## src/shared/pack_pkg.sv

```systemverilog
// Package of constants and carriers for the part acknowledgement signalling.
package pack_pkg;

	// ****************************************************************
	// Timing and ranges.
	// ****************************************************************
	localparam int unsigned CLK_HZ          = 25000000;
	localparam int unsigned FLASH_HALF_MS   = 250;
	localparam int unsigned FLASH_HALF_CYC  = CLK_HZ / 1000 * FLASH_HALF_MS;
	localparam int unsigned PWM_STEPS       = 10;
	localparam int unsigned PWM_SLOT_CYC    = 1250;
	localparam logic [3:0]  VOL_MAX         = 4'hA;
	localparam logic [6:0]  STATION_MIN     = 7'h01;
	localparam logic [6:0]  STATION_MAX     = 7'h7E;
	localparam logic [6:0]  STATION_RST     = 7'h01;
	localparam int unsigned SEL_W           = 6;
	localparam int unsigned N_OUT           = 23;

	// ****************************************************************
	// Tri-state option settings.
	// ****************************************************************
	typedef enum logic [1:0]
	{
		PACK_OPT_UNSET = 2'b00,
		PACK_OPT_OFF   = 2'b01,
		PACK_OPT_ON    = 2'b10
	} pack_opt_t;

	// ****************************************************************
	// Carriers.
	// ****************************************************************
	typedef struct packed
	{
		logic       ack_enable;
		pack_opt_t  ack_ok_opt;
		pack_opt_t  ack_nok_opt;
		logic       ack_use_plc;
		logic       lock_on_nok;
		logic [3:0] volume;
		logic       ctrl_from_plc;
	} pack_cfg_t;

	typedef struct packed
	{
		logic       done;
		logic       ok;
		logic       strobe;
		logic [6:0] prog;
		logic [5:0] math_fail;
		logic [1:0] curve_pass;
		logic [1:0] curve_fail;
		logic [7:0] misc;
	} pack_result_t;

	typedef struct packed
	{
		logic ok_ack;
		logic nok_ack;
	} pack_ack_t;

endpackage

```

## src/rtl/pack_buzzer_pwm.sv

```systemverilog
// PWM generator that scales buzzer duty with a 0 to 10 volume.
module pack_buzzer_pwm
(
	// Clock and reset.
	input  wire logic       i_mclk,
	input  wire logic       i_rst_n,
	// Control.
	input  wire logic       i_sound,
	input  wire logic [3:0] i_volume,
	// Output.
	output logic            o_pwm
);

	logic [10:0] slot_reg;
	logic [10:0] slot_next;
	logic [3:0]  step_reg;
	logic [3:0]  step_next;
	logic        pwm_reg;
	logic        pwm_next;
	logic [3:0]  vol_sat;

	// ****************************************************************
	// Ten slots per period; volume slots are high.
	// ****************************************************************
	always_comb
	begin
		vol_sat   = (i_volume > pack_pkg::VOL_MAX) ? pack_pkg::VOL_MAX
			: i_volume;
		slot_next = slot_reg + 11'h001;
		step_next = step_reg;
		if (slot_reg == 11'(pack_pkg::PWM_SLOT_CYC - 1))
		begin
			slot_next = 11'h000;
			step_next = (step_reg == 4'(pack_pkg::PWM_STEPS - 1)) ? 4'h0
				: step_reg + 4'h1;
		end
		pwm_next = i_sound && (step_next < vol_sat);
	end

	always_ff @(posedge i_mclk or negedge i_rst_n)
	begin
		if (!i_rst_n)
		begin
			slot_reg <= 11'h000;
			step_reg <= 4'h0;
			pwm_reg  <= 1'b0;
		end
		else
		begin
			slot_reg <= slot_next;
			step_reg <= step_next;
			pwm_reg  <= pwm_next;
		end
	end

	assign o_pwm = pwm_reg;

	a_pwm_silent: assert property (@(posedge i_mclk) disable iff (!i_rst_n)
		(i_volume == 4'h0) |=> !o_pwm) else $error("buzzer on at zero");

endmodule

```

## src/rtl/pack_ack_signal.sv

```systemverilog
module pack_ack_signal
#(
	parameter int unsigned FLASH_HALF = pack_pkg::FLASH_HALF_CYC,
	parameter int unsigned N          = pack_pkg::N_OUT
)
(
	// Clock and reset.
	input  wire logic                     i_mclk,
	input  wire logic                     i_resetn,
	// Configuration.
	input  wire pack_pkg::pack_cfg_t      i_cfg,
	input  wire logic [6:0]               i_station_addr,
	input  wire logic                     i_station_wr,
	input  wire logic [N*pack_pkg::SEL_W-1:0] i_out_sel,
	// Measurement results, same clock.
	input  wire pack_pkg::pack_result_t   i_result,
	// Acknowledge sources.
	input  wire pack_pkg::pack_ack_t      i_plc_ack,
	input  wire pack_pkg::pack_ack_t      i_bus_ack,
	// Cyclic fieldbus data.
	input  wire logic                     i_bus_cycle,
	output logic [15:0]                   o_bus_data,
	// Outputs.
	output logic                          o_ok_confirm_lamp,
	output logic                          o_nok_confirm_lamp,
	output logic                          o_travel_lock_out,
	output logic                          o_ack_alarm_out,
	output logic                          o_buzzer_drive,
	output logic [6:0]                    o_station_addr,
	output logic [N-1:0]                  o_plc_out
);

	// ****************************************************************
	// Reset release and input synchronisers.
	// ****************************************************************
	logic       rst_s1_reg;
	logic       rst_n;
	logic [3:0] ack_s1_reg;
	logic [3:0] ack_s2_reg;
	logic [1:0] ack_prev_reg;

	always_ff @(posedge i_mclk or negedge i_resetn)
	begin
		if (!i_resetn)
		begin
			rst_s1_reg <= 1'b0;
			rst_n      <= 1'b0;
		end
		else
		begin
			rst_s1_reg <= 1'b1;
			rst_n      <= rst_s1_reg;
		end
	end

	always_ff @(posedge i_mclk or negedge rst_n)
	begin
		if (!rst_n)
		begin
			ack_s1_reg <= 4'h0;
			ack_s2_reg <= 4'h0;
		end
		else
		begin
			ack_s1_reg <= {i_plc_ack, i_bus_ack};
			ack_s2_reg <= ack_s1_reg;
		end
	end

	// ****************************************************************
	// Acknowledge selection and edge detection.
	// ****************************************************************
	logic       ok_en;
	logic       nok_en;
	logic [1:0] ack_lvl;
	logic [1:0] ack_rise;

	always_comb
	begin
		ok_en  = i_cfg.ack_enable
			&& (i_cfg.ack_ok_opt == pack_pkg::PACK_OPT_ON);
		nok_en = i_cfg.ack_enable
			&& (i_cfg.ack_nok_opt == pack_pkg::PACK_OPT_ON);
		// Only the selected source can acknowledge.
		ack_lvl = i_cfg.ctrl_from_plc ? ack_s2_reg[3:2]
			: ack_s2_reg[1:0];
		if (i_cfg.ctrl_from_plc && !i_cfg.ack_use_plc)
			ack_lvl = 2'b00;
		ack_rise = ack_lvl & ~ack_prev_reg;
	end

	// ****************************************************************
	// Pending part state and lamps.
	// ****************************************************************
	typedef enum logic [1:0]
	{
		PACK_IDLE    = 2'b00,
		PACK_WAIT_OK = 2'b01,
		PACK_WAIT_NK = 2'b10
	} pack_state_t;

	pack_state_t state_reg;
	pack_state_t state_next;
	logic [23:0] flash_cnt_reg;
	logic [23:0] flash_cnt_next;
	logic        flash_reg;
	logic        flash_next;
	logic        alarm_reg;
	logic        alarm_next;
	logic        lock_reg;
	logic        lock_next;

	always_comb
	begin
		state_next     = state_reg;
		alarm_next     = alarm_reg;
		lock_next      = lock_reg;
		flash_cnt_next = flash_cnt_reg + 24'h000001;
		flash_next     = flash_reg;
		if (flash_cnt_reg == 24'(FLASH_HALF - 1))
		begin
			flash_cnt_next = 24'h000000;
			flash_next     = !flash_reg;
		end
		unique case (state_reg)
			PACK_IDLE:
				;
			PACK_WAIT_OK:
			begin
				if (ack_rise[1])
					state_next = PACK_IDLE;
				if (ack_rise[0])
					alarm_next = 1'b1;
			end
			PACK_WAIT_NK:
			begin
				if (ack_rise[0])
				begin
					state_next = PACK_IDLE;
					lock_next  = 1'b0;
				end
				if (ack_rise[1])
					alarm_next = 1'b1;
			end
			default:
				state_next = PACK_IDLE;
		endcase
		if (state_next == PACK_IDLE)
			alarm_next = 1'b0;
		if (i_result.done)
		begin
			alarm_next     = 1'b0;
			flash_cnt_next = 24'h000000;
			flash_next     = 1'b1;
			if (i_result.ok)
				state_next = ok_en ? PACK_WAIT_OK : PACK_IDLE;
			else
				state_next = nok_en ? PACK_WAIT_NK : PACK_IDLE;
			lock_next = !i_result.ok && i_cfg.lock_on_nok;
		end
		if (!i_cfg.ack_enable && !i_result.done && !lock_reg)
			state_next = PACK_IDLE;
	end

	always_ff @(posedge i_mclk or negedge rst_n)
	begin
		if (!rst_n)
		begin
			state_reg     <= PACK_IDLE;
			flash_cnt_reg <= 24'h000000;
			flash_reg     <= 1'b0;
			alarm_reg     <= 1'b0;
			lock_reg      <= 1'b0;
			ack_prev_reg  <= 2'b00;
		end
		else
		begin
			state_reg     <= state_next;
			flash_cnt_reg <= flash_cnt_next;
			flash_reg     <= flash_next;
			alarm_reg     <= alarm_next;
			lock_reg      <= lock_next;
			ack_prev_reg  <= ack_lvl;
		end
	end

	// Lock follows a NOK result in the same cycle as it is reported.
	assign o_travel_lock_out  = lock_reg
		|| (i_result.done && !i_result.ok && i_cfg.lock_on_nok);
	assign o_ok_confirm_lamp  = (state_reg == PACK_WAIT_OK) && flash_reg;
	assign o_nok_confirm_lamp = (state_reg == PACK_WAIT_NK) && flash_reg;
	assign o_ack_alarm_out    = alarm_reg;

	a_lamp_clears: assert property (@(posedge i_mclk) disable iff (!rst_n)
		(state_reg == PACK_WAIT_OK && ack_rise == 2'b10 && !i_result.done)
		|=> !o_ok_confirm_lamp) else $error("ok lamp not cleared");
	a_alarm_wrong: assert property (@(posedge i_mclk) disable iff (!rst_n)
		(state_reg == PACK_WAIT_NK && ack_rise == 2'b10 && !i_result.done)
		|=> o_ack_alarm_out) else $error("wrong ack no alarm");
	a_nok_flash: assert property (@(posedge i_mclk) disable iff (!rst_n)
		(i_result.done && !i_result.ok && nok_en)
		|=> o_nok_confirm_lamp) else $error("nok lamp not lit");
	a_ok_flash: assert property (@(posedge i_mclk) disable iff (!rst_n)
		(i_result.done && i_result.ok && ok_en)
		|=> o_ok_confirm_lamp) else $error("ok lamp not lit");
	a_unset_off: assert property (@(posedge i_mclk) disable iff (!rst_n)
		(i_result.done && i_cfg.ack_ok_opt == pack_pkg::PACK_OPT_UNSET
		&& i_result.ok) |=> !o_ok_confirm_lamp)
		else $error("unset option acted");
	a_lock_now: assert property (@(posedge i_mclk) disable iff (!rst_n)
		(i_result.done && !i_result.ok && i_cfg.lock_on_nok)
		|-> o_travel_lock_out) else $error("lock late");

	// ****************************************************************
	// Buzzer sounds while a part waits or alarm is set.
	// ****************************************************************
	pack_buzzer_pwm u_buzzer
	(
		.i_mclk   (i_mclk),
		.i_rst_n  (rst_n),
		.i_sound  (alarm_reg || (state_reg != PACK_IDLE)),
		.i_volume (i_cfg.volume),
		.o_pwm    (o_buzzer_drive)
	);

	// ****************************************************************
	// Station address holds only legal values.
	// ****************************************************************
	logic [6:0] station_reg;

	always_ff @(posedge i_mclk or negedge rst_n)
	begin
		if (!rst_n)
			station_reg <= pack_pkg::STATION_RST;
		else if (i_station_wr && i_station_addr >= pack_pkg::STATION_MIN
			&& i_station_addr <= pack_pkg::STATION_MAX)
			station_reg <= i_station_addr;
	end

	assign o_station_addr = station_reg;

	a_station_range: assert property (@(posedge i_mclk) disable iff (!rst_n)
		(i_station_wr && i_station_addr > pack_pkg::STATION_MAX)
		|=> $stable(o_station_addr)) else $error("bad address taken");

	// ****************************************************************
	// Cyclic bus data always carries status and echo.
	// ****************************************************************
	logic [15:0] bus_data_reg;

	always_ff @(posedge i_mclk or negedge rst_n)
	begin
		if (!rst_n)
			bus_data_reg <= 16'h0000;
		else if (i_bus_cycle)
			bus_data_reg <= {o_ack_alarm_out, o_travel_lock_out,
				o_nok_confirm_lamp, o_ok_confirm_lamp, i_result.ok,
				i_result.strobe, 3'h0, i_result.prog};
	end

	assign o_bus_data = bus_data_reg;

	// ****************************************************************
	// Output selectors over every assignable signal.
	// ****************************************************************
	logic [63:0] sig_pool;

	always_comb
	begin
		sig_pool = {34'h0, o_ack_alarm_out, o_travel_lock_out,
			o_ok_confirm_lamp, o_nok_confirm_lamp,
			i_result.curve_pass, i_result.curve_fail,
			i_result.math_fail,
			i_result.prog, i_result.strobe,
			i_result.misc};
	end

	logic [N-1:0] plc_out_reg;

	always_ff @(posedge i_mclk or negedge rst_n)
	begin
		if (!rst_n)
			plc_out_reg <= '0;
		else
			for (int k = 0; k < N; k++)
				plc_out_reg[k] <= sig_pool[i_out_sel[k*6 +: 6]];
	end

	assign o_plc_out = plc_out_reg;

endmodule

```

## config.mk

```make
export PLATFORM = sky130hd
export DESIGN_NAME = pack_ack_signal
export DESIGN_NICKNAME = d
export VERILOG_FILES = /design/src/shared/pack_pkg.sv /design/src/rtl/pack_buzzer_pwm.sv /design/src/rtl/pack_ack_signal.sv
export SDC_FILE = /design/constraint.sdc
export NUM_CORES = 1
export LEC_CHECK = 0
export BUFFER_PORTS_ARGS = -buffer_cell sky130_fd_sc_hd__buf_2
export CAP_MARGIN = 10
export CORE_MARGIN = 2
export CORE_UTILIZATION = 50
export DETAILED_ROUTE_END_ITERATION = 12
export HOLD_SLACK_MARGIN = 0.03
export PLACE_DENSITY_LB_ADDON = 0.05
export REMOVE_ABC_BUFFERS = 1
export SYNTH_ARGS = -nofsm -noshare
export SYNTH_HDL_FRONTEND = slang
export SYNTH_SLANG_ARGS = --single-unit
```

## constraint.sdc

```tcl
create_clock -name i_mclk -period 3.9 [get_ports i_mclk]
set_input_delay 0.585 -clock i_mclk [delete_from_list [all_inputs] [get_ports i_mclk]]
set_output_delay 0.585 -clock i_mclk [all_outputs]
set_load 0.05 [all_outputs]
```

==> impl_metrics.tcl <==
set metrics [dict create \
    initial_utilization_pct 50.88 \
    die_y_um 147.5 \
    critical-path-top-delay-family "adder cells" \
    ant_nets 0 \
    finalHoldViolCount 0 \
    viasPerCell 6.659 \
    htreeDepth 3 \
    period_share_pct 76.23 \
    cts_max_path_buffers 2 \
    crit_cells 4 \
    drv_slew 0 \
    crit_slowest_cell "ha_1" \
    finalClockSkew_ps 16.03 \
    crit_type "flip-flop to output port" \
    wl_per_cell_um 24.43 \
    seq_area_frac_synth_pct 24.32 \
    hp-start "i_bus_ack[0]" \
    status "finished clean" \
    fin_crit_ps 2973 \
    use_met2_pct 48.69 \
    die_w_um 147.5 \
    cts_num_sinks 100 \
    worstPathRequired_ps 3310 \
    hold_depth 1 \
    holdPathEnd "ack_s1_reg[0]$_DFF_PN0_" \
    root_buffer "clkbuf_16" \
    syn-mean-instance-area_um2 10.79 \
    area_delta_synth_final_pct 13.58 \
    leakage_nw 4.902 \
    row_count 52 \
    whs_ps 329.0 \
    synth_cell_type_count 51 \
    grt_pass1_vias 8812 \
    cellPowerDensity_nw_per_um2 271.6 \
    critPathBufInv 2 \
    clk_pin_slew_ps 80 \
    maxSlewHeadroom_pct 21.08 \
    largest_reg_flops 24 \
    rr_endpoint "u_buzzer.o_pwm$_DFF_PN0_" \
    top_level_ports 244 \
    port_buffers 240 \
    dp_hpwl_um 20840 \
    cts_buffers 9 \
    wl_um 33560 \
    r2r_cells 7 \
    worstReg2RegStart "u_buzzer.slot_reg[9]$_DFF_PN0_" \
    yosys_warnings 0 \
    die_area_um2 21750 \
    core_um2 20230 \
    drc_errors 0 \
    drt_iter0_drc 826 \
    grt_usage_pct 30.69 \
    nFillCells 1769 \
    drive_gt1_share_pct 40.78 \
    vias 9149 \
    grt.busiest_layer "met2" \
    timing.setup.tns_ps 0 \
    rsz0062_at_grt "false" \
    mostFrequentLayoutCells "buf_2 (240), mux4_2 (139), dfrtp_1 (98), mux2i_1 (68), nor2_1 (59)" \
    overflow 0 \
    cts_tree "yes" \
    cp-end-kind "output port" \
    globalRouteMet1Util_pct 41.44 \
    arrival_ps 2390 \
    drv_cap 0 \
    antenna_found_initial 7 \
    vdd_drop_max_mv 0.2100 \
    cp_cell_sequence "inv_1 > ha_1 > and2_1 > buf_2" \
    nNetsFinal 1294 \
    cp_max_fo 22 \
    hold_class "input pin to flip-flop" \
    post_synth_inst_count 954 \
    drtPass1Iterations 5 \
    grt_max_degree 57 \
    insertion_delay_ps 370 \
    synth-edff-count 0 \
    grt_pass1_wl_um 51050 \
    met3_usage_pct 7.469 \
    synth_async_sr_flop_share_pct 100.0 \
    r2r_slack_ps 1190 \
    ys_ff_latch 100 \
    setup_violations 0 \
    synth_area_um2 10290 \
    worstMarginPinSlew_ps 1183 \
    final_common_cell "buf_2" \
    max_freq_mhz 336.4 \
    synth_ff_type "dfrtp_1" \
    gp_congestion 0.8687 \
    slowest_delay_ps 930 \
    start_kind "flip-flop" \
]
-- report_power, final --
part	internal, mW	switching (mW)	leakage (nW)
logic	0.481	0.629	3.47
clock network	0.453	0.489	0.139
registers	1.09	0.0368	1.29
total	2.02	1.16	4.90
-- worst max path at each step --
stage,end,slack [ps],from
2_1_floorplan,ack_prev_reg[0]$_DFF_PN0_,910,rst_n$_DFF_PN0_
3_3_place_gp,u_buzzer.o_pwm$_DFF_PN0_,1230,u_buzzer.slot_reg[9]$_DFF_PN0_
3_5_place_dp,u_buzzer.o_pwm$_DFF_PN0_,1160,u_buzzer.slot_reg[9]$_DFF_PN0_
4_1_cts,o_ok_confirm_lamp,930,state_reg[1]$_DFF_PN0_
5_1_grt,o_nok_confirm_lamp,810,state_reg[0]$_DFF_PN0_
6_report,o_ok_confirm_lamp,930,state_reg[1]$_DFF_PN0_
-- synth_stat cells (2+ instances only) --
master	n	area, µm²
nor3_1	25	125.1
a21o_1	2	15.01
clkbuf_1	80	300.3
mux4_2	139	3131
a211oi_1	24	180.2
o21ai_0	22	110.1
dfrtp_1	99	2477
and4_1	4	35.03
a311o_1	10	100.1
nand2_1	48	180.2
xnor2_1	15	131.4
o311ai_0	12	105.1
a21oi_1	33	165.2
nand4_1	12	75.07
a31oi_1	2	12.51
nor4b_1	2	17.52
nor2_1	59	221.5
nand3_1	17	85.08
mux2_2	40	450.4
mux2i_1	68	680.7
or3_1	12	75.07
o221ai_1	12	105.1
conb_1	2	7.510
nand3b_1	2	15.01
a221oi_1	14	122.6
nand2b_1	26	162.7
a211o_1	12	105.1
xor2_1	19	166.4
and2_1	3	18.77
and3_1	11	68.82
buf_2	38	190.2
ha_1	10	125.1
inv_1	23	86.33
nor2b_1	26	162.7
buf_4	4	30.03
o211ai_1	12	90.09
-- what timing repair did --
action,4_1_cts,5_1_grt
gates resized for setup,0,0
endpoints found under the hold margin,2,0
hold buffers,1,0
setup endpoints to repair,0,0
buffers inserted,0,0
-- per-layer routing --
metal  part of all wire [%]  wire length (µm)  vias up
met5                  0.063                21        -
met4                    3.0              1005        4
met3                     13              4202       83
met2                     46             15500      594
met1                     38             12830     4480
li1                       -                 -     3988
-- logic make-up after synthesis --
logic type / synth area share (%)
adder cells (fa/ha/maj): 1.215
flip-flops: 24.32
multiplexers: 41.40
AO/OA/AOI/OAI: 11.32
other: 0.07295
buffers and inverters: 5.931
XOR/XNOR: 2.893
AND/OR/NAND/NOR: 12.86
-- per-stage QoR --
stage / area, µm² / total power [mW] / instances / utilization (%) / setup slack [ps]
6_report: 11690 / 3.176 / 1374 / 57.79 / 927.1
4_1_cts: 11670 / 3.186 / 1366 / 57.69 / 931.4
5_1_grt: 11680 / 3.307 / 1368 / 57.71 / 811.9
3_5_place_dp: 11370 / 2.240 / 1349 / 56.17 / 1163
2_1_floorplan: 9778 / 1.787 / 833 / - / 909.9
3_3_place_gp: 11370 / 2.233 / 1349 / 56.17 / 1230
-- final cells by class --
cell class,instances,area [µm²],area share [%]
repair buffers,247,1256,10.74
clock buffers,9,225.2,1.926
inverters,23,86.33,0.7384
flip-flops and latches,100,2507,21.44
multi-input cells,710,7188,61.48
well taps,270,337.8,2.889
diodes,8,20.02,0.1712
clock inverters,7,71.32,0.6099
Note: power is estimated with default switching activity, not from simulation.
